## src/rtl/eit_pkg.sv

```systemverilog
// Purpose: shared constants and types of the edge interrupt timestamp block
// Assumes: 40 MHz clock, four sense lines, record bytes read by subindex
// Notes: named figures of the block live here; the modules still write out widths and steps

package eit_pkg;

   // channels and parameter bytes
   localparam int EIT_CH = 4;
   localparam logic [7:0] EIT_DIAG_ON = 8'h40;
   localparam logic [7:0] EIT_DIAG_OFF = 8'h00;

   // timing
   localparam int EIT_CLK_NS = 25;
   localparam int EIT_US_NS = 1000;
   localparam int EIT_TICK_CYCLES = EIT_US_NS / EIT_CLK_NS;
   localparam int EIT_PRE_W = 6;
   localparam logic [EIT_PRE_W-1:0] EIT_PRE_LAST = EIT_PRE_W'(EIT_TICK_CYCLES - 1);
   localparam int EIT_TICK_W = 32;

   // process interrupt record subindices
   localparam logic [7:0] EIT_SX_FLAGS = 8'h02;
   localparam logic [7:0] EIT_SX_SNAP = 8'h03;
   localparam logic [7:0] EIT_SX_STAMP_HI = 8'h04;
   localparam logic [7:0] EIT_SX_STAMP_LO = 8'h05;

   // diagnostic byte field positions
   localparam int EIT_ERRD_OVF_BIT = 3;
   localparam int EIT_ERRD_LOST_BIT = 6;
   localparam int EIT_ERRA_CHAN_BIT = 3;

   // reset values
   localparam logic [7:0] EIT_BYTE_RST = 8'h00;
   localparam logic [15:0] EIT_STAMP_RST = 16'h0000;
   localparam logic [EIT_TICK_W-1:0] EIT_TICK_RST = 32'h0000_0000;

   // one-hot state codes
   typedef enum logic [1:0] {
      EIT_P_IDLE = 2'b01,
      EIT_P_PEND = 2'b10
   } eit_pstate_t;
   localparam int EIT_P_PEND_BIT = 1;

   typedef enum logic [1:0] {
      EIT_D_IDLE = 2'b01,
      EIT_D_ACT = 2'b10
   } eit_dstate_t;
   localparam int EIT_D_ACT_BIT = 1;

   typedef struct packed {
      logic armed;
      logic [EIT_CH-1:0] prev;
      eit_pstate_t pst;
      eit_dstate_t dst;
      logic [EIT_CH-1:0] flags;
      logic [EIT_CH-1:0] snap;
      logic [15:0] stamp;
      logic emcy;
      logic lost;
      logic [EIT_CH-1:0] chan_lost;
      logic diag_in;
      logic diag_go;
      logic [7:0] err_a;
      logic [7:0] err_d;
      logic [7:0] chan_err;
      logic [7:0] rd_byte;
   } eit_state_t;

   typedef struct packed {
      logic [EIT_PRE_W-1:0] pre;
      logic [EIT_TICK_W-1:0] count;
   } eit_tick_t;

endpackage

```

## src/rtl/eit_edge_irq.sv

```systemverilog
// Purpose: edge interrupt logic with input snapshot and microsecond timestamp
// Assumes: sense lines already filtered and synchronous to clk_in
// Notes: one record is held until acknowledged; a later edge counts as lost
//
// Notes on behaviour
// - rising-edge enable per channel in byte bits 0..3, upper bits reserved
// - falling-edge enable per channel in byte bits 0..3, upper bits reserved
// - enabled edges raise a process interrupt, and a diagnostic one only when lost behind a held record
// - buffer overflow or lost process interrupt raise a diagnostic interrupt
// - record byte one flags edge channels in bits 0..3, default zero
// - record byte two holds input levels captured at interrupt time
// - record carries ticker low 16 bits, high byte 04h, low 05h
// - 32-bit microsecond ticker starts at zero and wraps
// - enabled diagnostic cause issues incoming interrupt with its record
// - diagnostic going interrupt follows automatically once cause clears
// - channel events between incoming and going diagnostic are discarded
// - canopen delivers interrupt data by emergency, others by diagnostics
// - diagnostic interrupt on only for 40h, off for 00h

`timescale 1ns/1ps

module eit_edge_irq (
   // clock and reset
   input wire logic clk_in,
   input wire logic nrst_in,
   // sense lines
   input wire logic [3:0] sense_line_in,
   // parameter bytes
   input wire logic [7:0] rise_edge_irq_enable_in,
   input wire logic [7:0] fall_edge_irq_enable_in,
   input wire logic [7:0] diag_enable_in,
   input wire logic canopen_mode_in,
   // diagnostic causes
   input wire logic buffer_overflow_in,
   // process interrupt handshake
   input wire logic proc_ack_in,
   // record read by subindex
   input wire logic [7:0] record_subindex_in,
   output logic [7:0] record_byte_out,
   // process interrupt record
   output logic proc_irq_out,
   output logic proc_emergency_out,
   output logic [7:0] edge_source_flags_out,
   output logic [7:0] input_level_snapshot_out,
   output logic [15:0] timestamp_low_half_out,
   // diagnostic interrupt
   output logic diag_active_out,
   output logic diag_incoming_out,
   output logic diag_going_out,
   output logic [7:0] diag_err_a_out,
   output logic [7:0] diag_err_d_out,
   output logic [7:0] diag_chan_err_out,
   // ticker
   output logic [31:0] ticker_out
);

   logic [1:0] rst_sync;
   logic rst_n;
   logic [31:0] ticker;
   logic [3:0] rise;
   logic [3:0] fall;
   logic [3:0] hit;
   logic diag_on;
   logic cause;
   logic d_act;
   logic p_pend;
   eit_pkg::eit_state_t st;
   eit_pkg::eit_state_t next_st;

   // reset released through two flops so no flop sees a ragged release
   always_ff @(posedge clk_in or negedge nrst_in) begin
      if (!nrst_in) begin
         rst_sync <= 2'h0;
      end else begin
         rst_sync <= {rst_sync[0], 1'b1};
      end
   end
   assign rst_n = rst_sync[1];

   eit_us_ticker u_ticker (
      .clk_in(clk_in),
      .rst_n_in(rst_n),
      .ticker_out(ticker)
   );

   // first cycle after reset only primes prev, so a line high at release is no edge
   assign rise = sense_line_in & ~st.prev & rise_edge_irq_enable_in[3:0] & {4{st.armed}};
   assign fall = ~sense_line_in & st.prev & fall_edge_irq_enable_in[3:0] & {4{st.armed}};
   assign hit = rise | fall;
   assign diag_on = (diag_enable_in == eit_pkg::EIT_DIAG_ON);
   assign cause = buffer_overflow_in | st.lost;
   assign d_act = st.dst[eit_pkg::EIT_D_ACT_BIT];
   assign p_pend = st.pst[eit_pkg::EIT_P_PEND_BIT];

   always_comb begin
      next_st = st;
      next_st.armed = 1'b1;
      next_st.prev = sense_line_in;
      next_st.diag_in = 1'b0;
      next_st.diag_go = 1'b0;
      // lost clears once the held record is taken; a new loss below wins
      if (proc_ack_in && p_pend) begin
         next_st.lost = 1'b0;
      end
      case (st.pst)
         eit_pkg::EIT_P_IDLE: begin
            if ((hit != 4'h0) && !d_act) begin
               next_st.flags = hit;
               next_st.snap = sense_line_in;
               next_st.stamp = ticker[15:0];
               next_st.emcy = canopen_mode_in;
               next_st.pst = eit_pkg::EIT_P_PEND;
            end
         end
         eit_pkg::EIT_P_PEND: begin
            if ((hit != 4'h0) && !d_act) begin
               next_st.lost = 1'b1;
               next_st.chan_lost = st.chan_lost | hit;
            end
            if (proc_ack_in) begin
               next_st.pst = eit_pkg::EIT_P_IDLE;
            end
         end
         default: begin
            next_st.pst = eit_pkg::EIT_P_IDLE;
         end
      endcase
      case (st.dst)
         eit_pkg::EIT_D_IDLE: begin
            if (diag_on && cause) begin
               next_st.diag_in = 1'b1;
               next_st.err_d = eit_pkg::EIT_BYTE_RST;
               next_st.err_d[eit_pkg::EIT_ERRD_OVF_BIT] = buffer_overflow_in;
               next_st.err_d[eit_pkg::EIT_ERRD_LOST_BIT] = st.lost;
               next_st.chan_err = {4'h0, st.chan_lost};
               next_st.err_a = eit_pkg::EIT_BYTE_RST;
               next_st.err_a[eit_pkg::EIT_ERRA_CHAN_BIT] = (st.chan_lost != 4'h0);
               next_st.dst = eit_pkg::EIT_D_ACT;
            end
         end
         eit_pkg::EIT_D_ACT: begin
            if (!cause) begin
               next_st.diag_go = 1'b1;
               next_st.chan_lost = 4'h0;
               next_st.dst = eit_pkg::EIT_D_IDLE;
            end
         end
         default: begin
            next_st.dst = eit_pkg::EIT_D_IDLE;
         end
      endcase
      // record bytes as the master addresses them, one cycle behind the subindex
      case (record_subindex_in)
         eit_pkg::EIT_SX_FLAGS: next_st.rd_byte = {4'h0, st.flags};
         eit_pkg::EIT_SX_SNAP: next_st.rd_byte = {4'h0, st.snap};
         eit_pkg::EIT_SX_STAMP_HI: next_st.rd_byte = st.stamp[15:8];
         eit_pkg::EIT_SX_STAMP_LO: next_st.rd_byte = st.stamp[7:0];
         default: next_st.rd_byte = eit_pkg::EIT_BYTE_RST;
      endcase
   end

   always_ff @(posedge clk_in or negedge rst_n) begin
      if (!rst_n) begin
         st <= '0;
         st.pst <= eit_pkg::EIT_P_IDLE;
         st.dst <= eit_pkg::EIT_D_IDLE;
      end else begin
         st <= next_st;
      end
   end

   assign record_byte_out = st.rd_byte;
   assign proc_irq_out = st.pst[eit_pkg::EIT_P_PEND_BIT];
   assign proc_emergency_out = st.emcy;
   assign edge_source_flags_out = {4'h0, st.flags};
   assign input_level_snapshot_out = {4'h0, st.snap};
   assign timestamp_low_half_out = st.stamp;
   assign diag_active_out = st.dst[eit_pkg::EIT_D_ACT_BIT];
   assign diag_incoming_out = st.diag_in;
   assign diag_going_out = st.diag_go;
   assign diag_err_a_out = st.err_a;
   assign diag_err_d_out = st.err_d;
   assign diag_chan_err_out = st.chan_err;
   assign ticker_out = ticker;

   proc_raise_a: assert property (@(posedge clk_in) disable iff (!rst_n)
      (!p_pend && (hit != 4'h0) && !d_act) |=>
      (proc_irq_out && edge_source_flags_out == {4'h0, $past(hit)}))
      else $error("enabled edge did not raise the process interrupt");

   snap_level_a: assert property (@(posedge clk_in) disable iff (!rst_n)
      (!p_pend && (hit != 4'h0) && !d_act) |=>
      (input_level_snapshot_out[3:0] == $past(sense_line_in)))
      else $error("input snapshot differs from levels at the edge");

   stamp_value_a: assert property (@(posedge clk_in) disable iff (!rst_n)
      (!p_pend && (hit != 4'h0) && !d_act) |=>
      (timestamp_low_half_out == $past(ticker[15:0])))
      else $error("timestamp is not the ticker low half");

   flag_resv_a: assert property (@(posedge clk_in) disable iff (!rst_n)
      (edge_source_flags_out[7:4] == 4'h0) && (input_level_snapshot_out[7:4] == 4'h0))
      else $error("reserved record bits not zero");

   edge_gated_a: assert property (@(posedge clk_in) disable iff (!rst_n)
      (!p_pend && (hit == 4'h0)) |=> !proc_irq_out)
      else $error("interrupt raised without an enabled edge");

   lost_mark_a: assert property (@(posedge clk_in) disable iff (!rst_n)
      (p_pend && (hit != 4'h0) && !d_act) |=> (st.lost && !$changed(edge_source_flags_out)))
      else $error("second edge overwrote the record or was not marked lost");

   diag_incoming_a: assert property (@(posedge clk_in) disable iff (!rst_n)
      (!d_act && diag_on && cause) |=>
      (diag_incoming_out && diag_active_out) ##1 !diag_incoming_out)
      else $error("diagnostic incoming not issued as one pulse");

   diag_going_a: assert property (@(posedge clk_in) disable iff (!rst_n)
      (d_act && !cause) |=> (diag_going_out && !diag_active_out))
      else $error("diagnostic going not issued after cause cleared");

   diag_off_a: assert property (@(posedge clk_in) disable iff (!rst_n)
      (!d_act && (diag_enable_in != eit_pkg::EIT_DIAG_ON)) |=> !diag_incoming_out)
      else $error("diagnostic interrupt raised while disabled");

   edge_discard_a: assert property (@(posedge clk_in) disable iff (!rst_n)
      (d_act && !p_pend) |=> !proc_irq_out)
      else $error("edge stored during diagnostic window");

   telegram_kind_a: assert property (@(posedge clk_in) disable iff (!rst_n)
      (!p_pend && (hit != 4'h0) && !d_act) |=> (proc_emergency_out == $past(canopen_mode_in)))
      else $error("telegram kind not latched with the record");

endmodule

```

## src/rtl/eit_us_ticker.sv

```systemverilog
// Purpose: free-running 32-bit microsecond ticker
// Assumes: clock period divides one microsecond exactly
// Notes: wraps to zero by plain overflow

`timescale 1ns/1ps

module eit_us_ticker (
   // clock and reset
   input wire logic clk_in,
   input wire logic rst_n_in,
   // ticker value
   output logic [31:0] ticker_out
);

   eit_pkg::eit_tick_t st;
   eit_pkg::eit_tick_t next_st;

   always_comb begin
      next_st = st;
      if (st.pre == eit_pkg::EIT_PRE_LAST) begin
         next_st.pre = '0;
         next_st.count = st.count + 32'h0000_0001;
      end else begin
         next_st.pre = st.pre + 6'h01;
      end
   end

   always_ff @(posedge clk_in or negedge rst_n_in) begin
      if (!rst_n_in) begin
         st <= '0;
      end else begin
         st <= next_st;
      end
   end

   assign ticker_out = st.count;

   tick_step_a: assert property (@(posedge clk_in) disable iff (!rst_n_in)
      (st.pre == eit_pkg::EIT_PRE_LAST) |=> (st.count == $past(st.count) + 32'h0000_0001))
      else $error("ticker did not step once per microsecond");

   tick_hold_a: assert property (@(posedge clk_in) disable iff (!rst_n_in)
      (st.pre != eit_pkg::EIT_PRE_LAST) |=> $stable(st.count))
      else $error("ticker moved inside a microsecond");

endmodule

```

## config.mk

```make
export PLATFORM = sky130hd
export DESIGN_NAME = eit_edge_irq
export DESIGN_NICKNAME = d
export VERILOG_FILES = /design/src/rtl/eit_pkg.sv /design/src/rtl/eit_edge_irq.sv /design/src/rtl/eit_us_ticker.sv
export SDC_FILE = /design/constraint.sdc
export NUM_CORES = 1
export LEC_CHECK = 0
export ABC_AREA = 1
export BUFFER_PORTS_ARGS = -buffer_cell sky130_fd_sc_hd__buf_2
export CORE_ASPECT_RATIO = 1.1
export CORE_UTILIZATION = 57
export DETAILED_ROUTE_END_ITERATION = 10
export PLACE_DENSITY = 0.86
export SLEW_MARGIN = 20
export SYNTH_ARGS = -nofsm -noshare
export SYNTH_HDL_FRONTEND = slang
export SYNTH_SLANG_ARGS = --single-unit
```

## constraint.sdc

```tcl
create_clock -name clk_in -period 8.9 [get_ports clk_in]
set_clock_uncertainty 0.1 [all_clocks]
set_input_delay 0.89 -clock clk_in [delete_from_list [all_inputs] [get_ports clk_in]]
set_output_delay 0.89 -clock clk_in [all_outputs]
set_load 0.005 [all_outputs]
```

# --- Word-level counts from Yosys, hierarchy flattened ---
# Cells that the tools add are included.
classes:
  addsub: 2
  eq_ne: 14
  mux: 17
  bitwise_logic: 11
  n_reduce_logical: 10
ops:
  columns: ["op", "count"]
  rows:
  - ["adder 32 x 1 -> 32 bit (second input constant)", 1]
  - ["case mux 8 bit (4 select lines)", 1]
  - ["AND 4 bit", 6]
  - ["== test 8 x 2 -> 1 bit (second input constant)", 2]
  - ["== test 8 x 3 -> 1 bit (second input constant)", 2]
  - ["2-to-1 mux 5 bit", 2]
  - ["== test 8 x 7 -> 1 bit (second input constant)", 1]
  - ["2-to-1 mux 2 bit", 4]
  - ["2-to-1 mux 4 bit", 2]
  - ["inequality test 2 bit (second input constant)", 4]
  - ["NOT 4 bit", 2]
  - ["OR 4 bit", 2]
  - ["case mux 2 bit (2 select lines)", 2]
  - ["AND reduction 2 bit", 4]
  - ["nonzero test 4 bit", 2]
  - ["adder 6 x 1 -> 6 bit (second input constant)", 1]
  - ["== test 6 bit (second input constant)", 1]
  - ["2-to-1 mux 6 bit", 1]
  - ["2-to-1 mux 1 bit", 5]
  - ["== test 2 x 1 -> 1 bit (second input constant)", 2]
  - ["== test 2 bit (second input constant)", 2]
  - ["logical AND 1 bit", 3]
  - ["logical NOT 1 bit", 1]
  - ["OR 1 bit", 1]
word_totals:
  ff_bits: 96
  out_inout_bits: 101
  elab_cells: 73

# --- Logic depth before layout (Yosys ltp) ---
# Gate-level depths: netlist of run 1.
depth:
  depth_word: 11
  ltp_mapped: 10

# --- Modules after synthesis ---
# A second synthesis of run 1 with hierarchy kept.
hier_totals:
  hier_cells: 672
  hier_area_um2: 5393.9
by_module_without_submodules:
  columns: ["mod", "instances", "cells_each", "area_each_um2", "seq_area_each_um2"]
  rows:
  - ["eit_edge_irq", 1, 355, 3029.2, 1453.9]
  - ["eit_us_ticker", 1, 317, 2364.8, 950.9]

# --- Worst setup path before layout of run 1 ---
# No wires, ideal clock.
synth_path:
  kind: "input to register"
  start: "input record_subindex_in[5]"
  end: "register st, in the netlist record_byte_out[0]"
  setup_ns: 0.071
  t_arrival_ns: 1.717
  path_slack_ns: 7.012
  cell_stages: 4
  path_cell_list: "nor4_2 > buf_2 > nand3_1 > nand4_1"
synth_rtl:
  columns: ["item", "line_no", "rtl"]
  rows:
  - ["start: declaration", "eit_edge_irq.sv:38", "input wire logic [7:0] record_subindex_in,"]
  - ["end signal: assignment", "eit_edge_irq.sv:168", "st <= next_st;"]
  - ["end: declaration", "eit_edge_irq.sv:67", "eit_pkg::eit_state_t st;"]

# --- Worst setup path after layout of run 1 ---
layout_path:
  start: "input sense_line_in[2]"
  end: "register st[66] in the netlist's numbering"
layout_via:
  elab_chain_len: 9
  word_cells_on_any_way: 12
layout_rtl:
  columns: ["item", "line_no", "rtl"]
  rows:
  - ["start: declaration", "eit_edge_irq.sv:27", "input wire logic [3:0] sense_line_in,"]
  - ["NOT 4 bit", "eit_edge_irq.sv:88", "assign fall = ~sense_line_in & st.prev & fall_edge_irq_enable_in[3:0] & {4{st.armed}};"]
  - ["AND 4 bit (3 in a row)", "eit_edge_irq.sv:88", null]
  - ["OR 4 bit (*)", "eit_edge_irq.sv:89", "assign hit = rise | fall;"]
  - ["nonzero test 4 bit (*)", "eit_edge_irq.sv:107", "if ((hit != 4'h0) && !d_act) begin"]
  - ["logical AND 1 bit (*)", "eit_edge_irq.sv:107", null]
  - ["inequality test 2 bit (no source line) (*)", null, null]
  - ["AND reduction 2 bit (no source line) (*)", null, null]
# Every way passes the cells marked *; elsewhere a longest branch is shown, timed or not.
# A chain may end at the register's enable or synchronous reset.

==> impl_metrics.csv, run 1 <==
group,metric,value,unit
timing,period_share,0.2787,
synth,synth_compound_area_frac,0.02030,
synth,ys_top_cells_by_area,"dfrtp_1, buf_4, nand2_1, nand4_1, nor2_1",
clock_network,cts.sinks,96,
cells_and_area,drive_above_1_share,0.2378,
cells_and_area,area_growth,3.482,%
detailed_routing,num_vias,4154,
cells_and_area,fill_cells,768,
worst_setup_path,rrSetupSlack,6480,ps
synth,yosysWarnings,0,
timing,post-route-min-period,2480,ps
die,io_pins,142,
synth,synth_cell_types,34,
cells_and_area,final_nets,732,
power,p_total,0.9260,mW
synth,synth_edf_count,0,
clock_network,cts_buffer_depth,2,
timing,setup_violations,0,
clock_network,cts-root-buf,"clkbuf_8",
clock_network,holdBufCountCts,0,
power,ir_drop,0.0001032,V
global_route,antenna_found_initial,0,
synth,synth_top_family_by_area,"simple AND/OR/NAND/NOR gates",
synth,synth_top_area_cell,"dfrtp_1",
timing,tightest_slew,1002,ps
worst_setup_path,start_kind,"primary input",
clock_network,ctsResizeCount,0,
power,p_per_area,164.9,nW/um^2
synth,synthXorXnorAreaFrac,0.03229,
synth,synth-simple-area-share,0.3148,
placement,place.detailed.hpwl,8216,microns
timing,grt_setup_unrepaired,"false",
detailed_routing,drc,0,
worst_setup_path,r2r_cells,5,
power,power_leakage,3.045,nW
run_status,status,"completed",
die,fp.dieW,95.02,microns
global_route,overflow,0,
placement,gp_congestion,0.8718,
global_route,grt_pass1_wl,18120,microns
timing,slew_headroom,0.3269,
clock_network,post_cts_buffers,0,
timing,setup_tns,0,ps
detailed_routing,dr.pass1.iters,5,
cells_and_area,multi_input_area,2128,sq um
timing,max_freq,403.2,MHz
timing,final-hold-violation-count,0,
worst_setup_path,path_class,"in -> reg",
timing,fin_ws,6420,ps
power,power_frac_comb,0.133,
global_route,grt_max_degree,76,
detailed_routing,wirelength,10870,microns
die,fp.dieH,104.3,microns
synth,avgSynthCellArea,8.270,sq um
worst_setup_path,crit_required,9100,ps
power,internal_power,0.6607,mW
die,die_area,9912,sq um
synth,syn-cell-area,5425,sq um
detailed_routing,via_per_inst,5.141,
detailed_routing,post_drt_wl_per_cell,13.46,microns
clock_network,cts_buffers,9,
hold_path,hp-class,"reg -> async",
synth,synth_ff_type,"dfrtp_1",
synth,synth_cells,656,
clock_network,clock_latency,370,ps
placement,post-place-ws,6060,ps
clock_network,htreeDepth,3,
timing,maxSlewViolCount,0,
power,seq_power_share,0.541,
worst_setup_path,r2r-start,"st[66]",
worst_setup_path,worstPathMaxFanout,29,
detailed_routing,drt-initial-drc-count,250,
synth,synthTopCellsByCount,"nand2_1, buf_4, dfrtp_1",
power,p_sw_frac,0.2864,
cells_and_area,antennaDiodeCount,0,
worst_setup_path,arrival,2680,ps
synth,synth.mux.area_fraction,0,
global_route,grt_pass1_vias,3966,
cells_and_area,register_area,2409,sq um
synth,synth.yosys.seq_area_share,0.4433,
synth,yosysMostFrequentCell,"nand2_1",
clock_network,clkTransAtPathRegs,100,ps
worst_setup_path,worst_setup_path_end_kind,"flop",
power,clockPowerShare,0.326,
synth,async_reset_ff_frac,1.000,
global_route,grt_usage,0.2323,
die,rows,36,
synth,yosys.area.top_type_share,0.4336,
worst_setup_path,r2r-end,"st[66]",
clock_network,cts_tree,"done",
power,p_sw,0.2652,mW
synth,ys_ff_latch,96,
die,initial_core_util,0.5992,
detailed_routing,ant_nets,0,
placement,port_buffers,108,
die,design.core.area,9054,sq um
synth,synth_adder_area_share,0.004613,
run,max_cap_viol_count,0,
metal layers:
layer | routed length (microns) | global-route usage | share of wire | vias up
met5 | 0 | 0 | 0 | -
met4 | 136 | 0.07359 | 0.013 | 0
met3 | 717 | 0.05409 | 0.066 | 14
met2 | 5484 | 0.3885 | 0.50 | 130
met1 | 4534 | 0.2939 | 0.42 | 1977
li1 | - | - | - | 2033
cell families (layout without fill, tap and decap cells):
logic type / count (synthesis) / count (layout)
AND/OR/NAND/NOR: 357 / 357
buffers and inverters: 158 / 171
flip-flops: 96 / 96
AO/OA/AOI/OAI: 21 / 21
XOR/XNOR: 20 / 20
adder cells (fa/ha/maj): 2 / 2
other: 2 / 27
worst max-delay path by stage:
| stage | start | to | slack (ps) | depth (start not counted) |
|---|---|---|---|---|
| 2_1_floorplan | rst_sync[1] | diag_active_out | 5930 | 0 |
| 3_3_place_gp | sense_line_in[1] | st[66] | 6170 | 9 |
| 3_5_place_dp | sense_line_in[2] | st[66] | 6060 | 9 |
| 4_1_cts | sense_line_in[2] | st[66] | 6450 | 9 |
| 5_1_grt | sense_line_in[1] | st[66] | 6260 | 9 |
| 6_report | sense_line_in[2] | st[66] | 6420 | 9 |
flip-flops by register name, indices dropped and copies added (netlist names), 4 cells and up:
| name | cells |
|---|---|
| diag_chan_err_out | 4 |
| edge_source_flags_out | 4 |
| u_ticker.ticker_out | 32 |
| timestamp_low_half_out | 16 |
| input_level_snapshot_out | 4 |
| record_byte_out | 8 |
| u_ticker.st | 6 |
| st | 12 |
worst max-delay path, stage by stage:
cell     delay [ps]
buf_2           120
inv_1            60
nand4_1          90
nand2_1         160
nor2_1           70
nand2_2         380
nand3_2         530
o21ai_0         300
inv_1            70
power groups by stage:
stage / clock network (mW) / logic, mW / registers [mW]
6_report: 0.302 / 0.124 / 0.501
5_1_grt: 0.325 / 0.140 / 0.506
4_1_cts: 0.306 / 0.123 / 0.500
3_5_place_dp: 0 / 0.123 / 0.509
3_3_place_gp: 0 / 0.118 / 0.508
2_1_floorplan: 0 / 0.113 / 0.505
cell type report:
type | instances | share of cell area
Multi-Input combinational cell | 427 | 0.3791
Inverter | 46 | 0.03076
Clock buffer | 11 | 0.02697
Tap cell | 114 | 0.02541
Timing Repair Buffer | 109 | 0.09762
Clock inverter | 5 | 0.01114
Sequential cell | 96 | 0.4290
per-stage QoR:
step | hold slack, ps | instances | cell area (sq um) | utilization
floorplan | 231.2 | 681 | 5519 | -
global route | 136.1 | 808 | 5614 | 0.6201
finish | 110.1 | 808 | 5614 | 0.6201
global placement | 103.3 | 792 | 5400 | 0.5965
detailed placement | 116.5 | 792 | 5400 | 0.5965
CTS | 124.2 | 808 | 5614 | 0.6201
layout by cell type (no fill, tap or decap), types with 2 or more instances in the layout:
master	count
nand2_1	183
buf_2	108
dfrtp_1	93
nor2_1	55
inv_1	40
nand4_1	39
nand3_1	37
conb_1	27
xor2_1	12
clkbuf_8	11
nor2_2	9
o21ai_0	9
a21oi_1	8
xnor2_1	8
inv_2	6
nand3b_1	6
nor2_4	5
nand3_2	4
nand2_2	4
nor3_1	4
nor4_2	2
nor4_1	2
a21o_1	2
nand3_4	2
o21ai_1	2
ha_1	2
dfstp_2	2
No activity file was read; power rests on OpenSTA's default activity.
==> run 2: changes to the inputs <==
--- a/config.mk
+++ b/config.mk
@@ -5,12 +5,12 @@
 export SDC_FILE = /design/constraint.sdc
 export NUM_CORES = 1
 export LEC_CHECK = 0
-export ABC_AREA = 1
+export ABC_AREA = 0
 export BUFFER_PORTS_ARGS = -buffer_cell sky130_fd_sc_hd__buf_2
 export CORE_ASPECT_RATIO = 1.1
-export CORE_UTILIZATION = 57
+export CORE_UTILIZATION = 52
 export DETAILED_ROUTE_END_ITERATION = 10
-export PLACE_DENSITY = 0.86
+export PLACE_DENSITY = 0.81
 export SLEW_MARGIN = 20
 export SYNTH_ARGS = -nofsm -noshare
 export SYNTH_HDL_FRONTEND = slang
==> constraint.sdc (replaced) <==
create_clock -name clk_in -period 2.55 [get_ports clk_in]
set_clock_uncertainty 0.1 [all_clocks]
set_input_delay 0.255 -clock clk_in [delete_from_list [all_inputs] [get_ports clk_in]]
set_output_delay 0.255 -clock clk_in [all_outputs]
set_load 0.005 [all_outputs]
==> run 2 against run 1 <==
Synthesized cell count shrank 38%. Wire length shrank 19%. Cell count shrank 29%. Critical path depth shrank 1. Worst hold slack lost 77 ps. Sequential power grew to 3.5 times the previous value. Synthesized area shrank 12%. Critical endpoint is now timestamp_low_half_out[5]. Core utilization shrank 4.5 points.
==> impl_metrics.csv, run 2 <==
group,metric,value,unit
power,clockPowerShare,0.327,
worst_setup_path,worst_setup_path_end_kind,"flop",
clock_network,cts_buffer_depth,2,
cells_and_area,final_cell_mix,"buf_2, dfrtp_1, conb_1",
clock_network,cts_tree,"done",
placement,post-place-ws,446.8,ps
clock_network,cts-root-buf,"clkbuf_8",
worst_setup_path,r2r-end,"u_ticker.ticker_out[28]",
power,p_sw,0.8487,mW
cells_and_area,area_growth,6.886,%
synth,synth_edf_count,0,
cells_and_area,final_cells,574,
global_route,grt_pass1_vias,2755,
die,io_pins,142,
cells_and_area,final_util,0.5749,
worst_setup_path,crit_end,"timestamp_low_half_out[5]",
global_route,antenna_found_initial,0,
power,p_sw_frac,0.2550,
timing,final-hold-violation-count,0,
synth,yosysMostFrequentCell,"buf_4",
synth,synth_cell_types,37,
synth,ys_ff_latch,96,
timing,maxSlewViolCount,0,
worst_setup_path,rrSetupSlack,450,ps
timing,grt_setup_unrepaired,"false",
synth,synth_top_area_cell,"dfrtp_1",
timing,setup_tns,0,ps
worst_setup_path,path_cells,"dlygate4sd3_1, buf_2, nand4b_1, nand2_1, nor4_4, nor4b_4, buf_12, mux2_2",
worst_setup_path,r2r-start,"u_ticker.ticker_out[6]",
synth,ys_top_cells_by_area,"dfrtp_1, buf_4, mux2_4, mux2_2, xnor2_1",
worst_setup_path,arrival,2270,ps
timing,max_freq,471.3,MHz
worst_setup_path,path_class,"in -> reg",
timing,period_share,0.8321,
power,internal_power,2.480,mW
cells_and_area,largest_register_ffs,32,
placement,placed_cells,553,
timing,fin_ws,428.1,ps
power,p_per_area,649.1,nW/um^2
synth,async_reset_ff_frac,1.000,
timing,setup_violations,0,
placement,port_buffers,108,
detailed_routing,num_vias,2906,
synth,synthTopCellsByCount,"buf_4, dfrtp_1, nor2_1",
clock_network,clock_latency,360,ps
worst_setup_path,slowest_delay,530,ps
synth,avgSynthCellArea,11.87,sq um
die,die_area,9614,sq um
global_route,grt_usage,0.1903,
cells_and_area,drive_above_1_share,0.3826,
global_route,overflow,0,
power,seq_power_share,0.530,
detailed_routing,wirelength,8819,microns
cells_and_area,fill_cells,754,
synth,synth_ff_type,"dfrtp_1",
run_status,status,"completed",
cells_and_area,antennaDiodeCount,0,
worst_setup_path,crit_required,2700,ps
synth,syn-cell-area,4797,sq um
synth,yosys.area.top_type_share,0.4903,
synth,yosysWarnings,0,
placement,gp_congestion,0.7703,
synth,synth_cells,404,
clock_network,cts_buffers,9,
global_route,grt_max_degree,53,
global_route,grt_pass1_wl,13730,microns
cells_and_area,final_common_cell,"buf_2",
detailed_routing,drt-initial-drc-count,109,
clock_network,cts.sinks,96,
detailed_routing,ant_nets,0,
detailed_routing,via_per_inst,5.063,
detailed_routing,drc,0,
die,fp.dieH,102.7,microns
clock_network,ctsResizeCount,0,
die,initial_core_util,0.5379,
timing,tightest_slew,658.3,ps
placement,place.detailed.hpwl,6388,microns
hold_path,hp-class,"in -> reg",
power,power_leakage,2.790,nW
detailed_routing,post_drt_wl_per_cell,15.36,microns
timing,slew_headroom,0.5611,
die,fp.dieW,93.58,microns
worst_setup_path,r2r_cells,5,
clock_network,htreeDepth,3,
power,ir_drop,0.0003073,V
die,rows,36,
worst_setup_path,worstPathMaxFanout,27,
power,p_total,3.328,mW
worst_setup_path,worstSetupStartpoint,"sense_line_in[3]",
run,max_cap_viol_count,0,
cells_and_area,final_nets,498,
detailed_routing,dr.pass1.iters,4,
clock_network,clkTransAtPathRegs,90,ps
worst_setup_path,start_kind,"primary input",
worst_setup_path,critPathSlowestCell,"dlygate4sd3_1",
synth,synth.yosys.seq_area_share,0.5013,
power,power_frac_comb,0.143,
die,design.core.area,8919,sq um
timing,post-route-min-period,2122,ps
==> run 2: critical path, delay by kind of cell <==
kind	cells	cell delay, ps
muxes	1	360
buffers and inverters	3	920
and+or+nand+nor	4	700
==> run 2: layer usage <==
layer	track usage	vias up	share of wire
met5	0	-	0
met4	0.07219	0	0.012
met2	0.3083	103	0.49
met1	0.2436	1433	0.44
met3	0.05605	12	0.061
li1	-	1358	-
==> run 2: power groups by stage <==
stage / registers, mW / clock network [mW] / logic (mW)
after floorplan: 1.77 / 0 / 0.426
after global placement: 1.79 / 0 / 0.461
after detailed placement: 1.80 / 0 / 0.473
after CTS: 1.77 / 1.12 / 0.481
after global routing: 1.79 / 1.18 / 0.521
final: 1.77 / 1.09 / 0.475
==> run 2: worst min-delay path by stage <==
stage | startpoint | to | slack, ps | cells past startpoint
detailed placement | nrst_in | rst_sync[0] | -60 | 1
global route | canopen_mode_in | proc_emergency_out | 20 | 2
finish | canopen_mode_in | proc_emergency_out | 30 | 2
CTS | canopen_mode_in | proc_emergency_out | 20 | 2
global placement | nrst_in | rst_sync[0] | -60 | 1
floorplan | nrst_in | rst_sync[0] | -140 | 0
==> run 2: cell type report <==
| cell class | instances | area, sq um | share of cell area |
|---|---|---|---|
| multi-input cells | 222 | 1675 | 0.3267 |
| flip-flops and latches | 96 | 2409 | 0.4697 |
| clock buffers | 10 | 127.6 | 0.02489 |
| inverters | 9 | 33.78 | 0.006589 |
| repair buffers | 117 | 645.6 | 0.1259 |
| clock inverters | 6 | 93.84 | 0.01830 |
| well taps | 114 | 142.6 | 0.02782 |
==> run 2: timing repair <==
action | 4_1_cts | 5_1_grt
buffers inserted | 0 | 0
hold buffers | 5 | 0
hold endpoints to repair | 6 | 0
==> run 2: logic make-up after synthesis <==
family / count (synthesis) / synth area share
DFF: 96 / 0.5013
other: 2 / 0.001566
and+or+nand+nor: 106 / 0.1348
AOI/OAI and AO/OA: 17 / 0.02739
xor gates and xnor gates: 34 / 0.06207
adders and majority gates: 2 / 0.005216
muxes: 36 / 0.09859
buffers and inverters: 111 / 0.1690
==> run 2: stage by stage <==
step	instance area [sq um]	hold WS (ps)
floorplan	4892	-140.6
global placement	4856	-60.16
detailed placement	4856	-55.82
CTS	5127	15.49
global route	5127	19.45
finish	5127	33.11
==> run 3: changes to the inputs <==
--- a/config.mk
+++ b/config.mk
@@ -8,9 +8,9 @@
 export ABC_AREA = 0
 export BUFFER_PORTS_ARGS = -buffer_cell sky130_fd_sc_hd__buf_2
 export CORE_ASPECT_RATIO = 1.1
-export CORE_UTILIZATION = 52
+export CORE_UTILIZATION = 47
 export DETAILED_ROUTE_END_ITERATION = 10
-export PLACE_DENSITY = 0.81
+export PLACE_DENSITY = 0.78
 export SLEW_MARGIN = 20
 export SYNTH_ARGS = -nofsm -noshare
 export SYNTH_HDL_FRONTEND = slang
==> constraint.sdc (replaced) <==
create_clock -name clk_in -period 1.8 [get_ports clk_in]
set_clock_uncertainty 0.1 [all_clocks]
set_input_delay 0.18 -clock clk_in [delete_from_list [all_inputs] [get_ports clk_in]]
set_output_delay 0.18 -clock clk_in [all_outputs]
set_load 0.005 [all_outputs]
==> run 3 against run 2 <==
The flow now finishes with violations (design-rule violations, negative setup slack). Count of clock-buffer cells in the layout up 2. Critical endpoint is now timestamp_low_half_out[6]. Wire length up 9.7%. Largest cell class unchanged. Global-route usage down 0.26 points. First-iteration DRC count up 48%. Setup slack worse by 520 ps. Critical path depth down 2.
==> impl_metrics.csv, run 3 (synthesized netlist as in run 2, its figures left out) <==
group,metric,value,unit
cells_and_area,area_growth,17.06,%
cells_and_area,stdcell_area,5615,sq um
placement,port_buffers,108,
detailed_routing,drc,8,
clock_network,clock_latency,370,ps
placement,post-place-ws,-148.3,ps
worst_setup_path,worstPathMaxFanout,27,
clock_network,cts.sinks,96,
die,design.core.area,9889,sq um
cells_and_area,final_nets,542,
clock_network,clkTransAtPathRegs,90,ps
clock_network,cts_tree,"done",
worst_setup_path,arrival,2060,ps
power,power_leakage,3.142,nW
placement,gp_congestion,0.7743,
global_route,grt_usage,0.1877,
detailed_routing,post_drt_wl_per_cell,15.51,microns
worst_setup_path,critPathSlowestCell,"dfrtp_2",
timing,slew_headroom,0.6193,
detailed_routing,wirelength,9678,microns
cells_and_area,drive_above_1_share,0.4702,
cells_and_area,register_area,2411,sq um
timing,final-hold-violation-count,0,
cells_and_area,final_cells,624,
timing,setup_tns,-1693,ps
worst_setup_path,path_class,"reg -> reg",
global_route,grt_pass1_vias,3047,
clock_network,cts-root-buf,"clkbuf_8",
worst_setup_path,start_kind,"flop",
worst_setup_path,worst_setup_path_end_kind,"flop",
timing,post-route-min-period,1896,ps
run_status,status,"complete, but fails checks",
cells_and_area,final_util,0.5678,
worst_setup_path,r2r-start,"st[72]",
cells_and_area,final_cell_mix,"buf_2, dfrtp_1, buf_4",
worst_setup_path,worstSetupStartpoint,"st[72]",
cells_and_area,antennaDiodeCount,0,
cells_and_area,final_common_cell,"buf_2",
timing,tightest_slew,566.6,ps
global_route,grt_max_degree,95,
run_status,violations,"design-rule violations, negative setup slack",
die,fp.dieW,98.33,microns
clock_network,cts_buffers,9,
placement,place.detailed.hpwl,6709,microns
cells_and_area,multi_input_area,1842,sq um
detailed_routing,drt-initial-drc-count,161,
timing,setup_violations,29,
global_route,grt_pass1_wl,15340,microns
detailed_routing,via_per_inst,4.997,
timing,fin_ws,-95.88,ps
global_route,antenna_found_initial,0,
timing,period_share,1.053,
detailed_routing,dr.pass1.iters,11,
cells_and_area,fill_cells,832,
clock_network,htreeDepth,3,
timing,grt_setup_unrepaired,"true",
die,initial_core_util,0.4851,
detailed_routing,ant_nets,0,
hold_path,hp-class,"in -> async",
worst_setup_path,crit_required,1960,ps
worst_setup_path,slowest_delay,460,ps
timing,max_freq,527.5,MHz
placement,placed_cells,593,
clock_network,cts_buffer_depth,2,
global_route,overflow,0,
run,max_cap_viol_count,0,
worst_setup_path,path_cells,"nand4b_1, nand2_2, nor4_4, nor4b_4, buf_12, mux2_2",
die,fp.dieH,108.0,microns
cells_and_area,largest_register_ffs,32,
die,die_area,10620,sq um
power,ir_drop,0.0003512,V
die,io_pins,142,
detailed_routing,num_vias,3118,
power,p_per_area,813.4,nW/um^2
placement,dpl-instance-area,5121,sq um
timing,maxSlewViolCount,0,
die,rows,38,
-- run 3: cell types whose count changed in the layout (fill, tap and decap cells not counted), sizes merged --
cell | previous run | this run
clkinvlp | 1 | 0
nand4b | 10 | 11
clkbuf | 10 | 12
buf | 112 | 152
dlygate4sd3 | 5 | 8
bufinv | 2 | 1
-- run 3: final timing paths --
check | slack [ps] | cells past startpoint | endpoint
max in group asynchronous | 930 | 1 | st[66]
hold reg to reg | 250 | 1 | diag_active_out
setup reg to reg | -100 | 6 | timestamp_low_half_out[6]
hold / removal | 20 | 2 | rst_sync[1]
min in group clk_in | 130 | 5 | diag_incoming_out
setup / recovery | -100 | 6 | timestamp_low_half_out[6]
-- run 3: timing repair --
action / 4_1_cts / 5_1_grt
hold buffers: 8 / 0
gates cloned: 1 / 0
pin swaps: 1 / 11
endpoints found under the hold margin: 15 / 0
buffers inserted: 2 / 4
resized for setup: 8 / 29
setup endpoints to repair: 32 / 50
-- run 3: layout make-up --
class / instances / share of cell area
sequential: 96 / 0.4294
multi-input combinational: 223 / 0.3280
timing repair buffer: 160 / 0.1778
tap: 120 / 0.02674
clock buffer: 12 / 0.02406
clock inverter: 4 / 0.008021
inverter: 9 / 0.006016
-- run 3: critical path, delay by kind of cell (launching register included) --
family / cells / cell delay [ps]
buffers and inverters: 1 / 260
muxes: 1 / 360
and+or+nand+nor: 4 / 600
DFF: 1 / 460
-- run 3: report_power, final --
part           switching (mW)  internal [mW]
Combinational           0.320          0.402
Clock                   0.719          0.638
Sequential              0.154           2.33
-- run 3: per-stage QoR --
stage / power [mW] / hold slack, ps
2_1_floorplan: 3.107 / -215.6
3_3_place_gp: 3.204 / -135.1
3_5_place_dp: 3.236 / -129.3
4_1_cts: 4.608 / 5.696
5_1_grt: 4.783 / 26.75
6_report: 4.568 / 21.78
-- run 3: metal layers --
layer	GRT usage	wire (microns)
met1	0.2315	4102
met2	0.3114	4832
met3	0.04460	467
met4	0.09275	275
met5	0	0
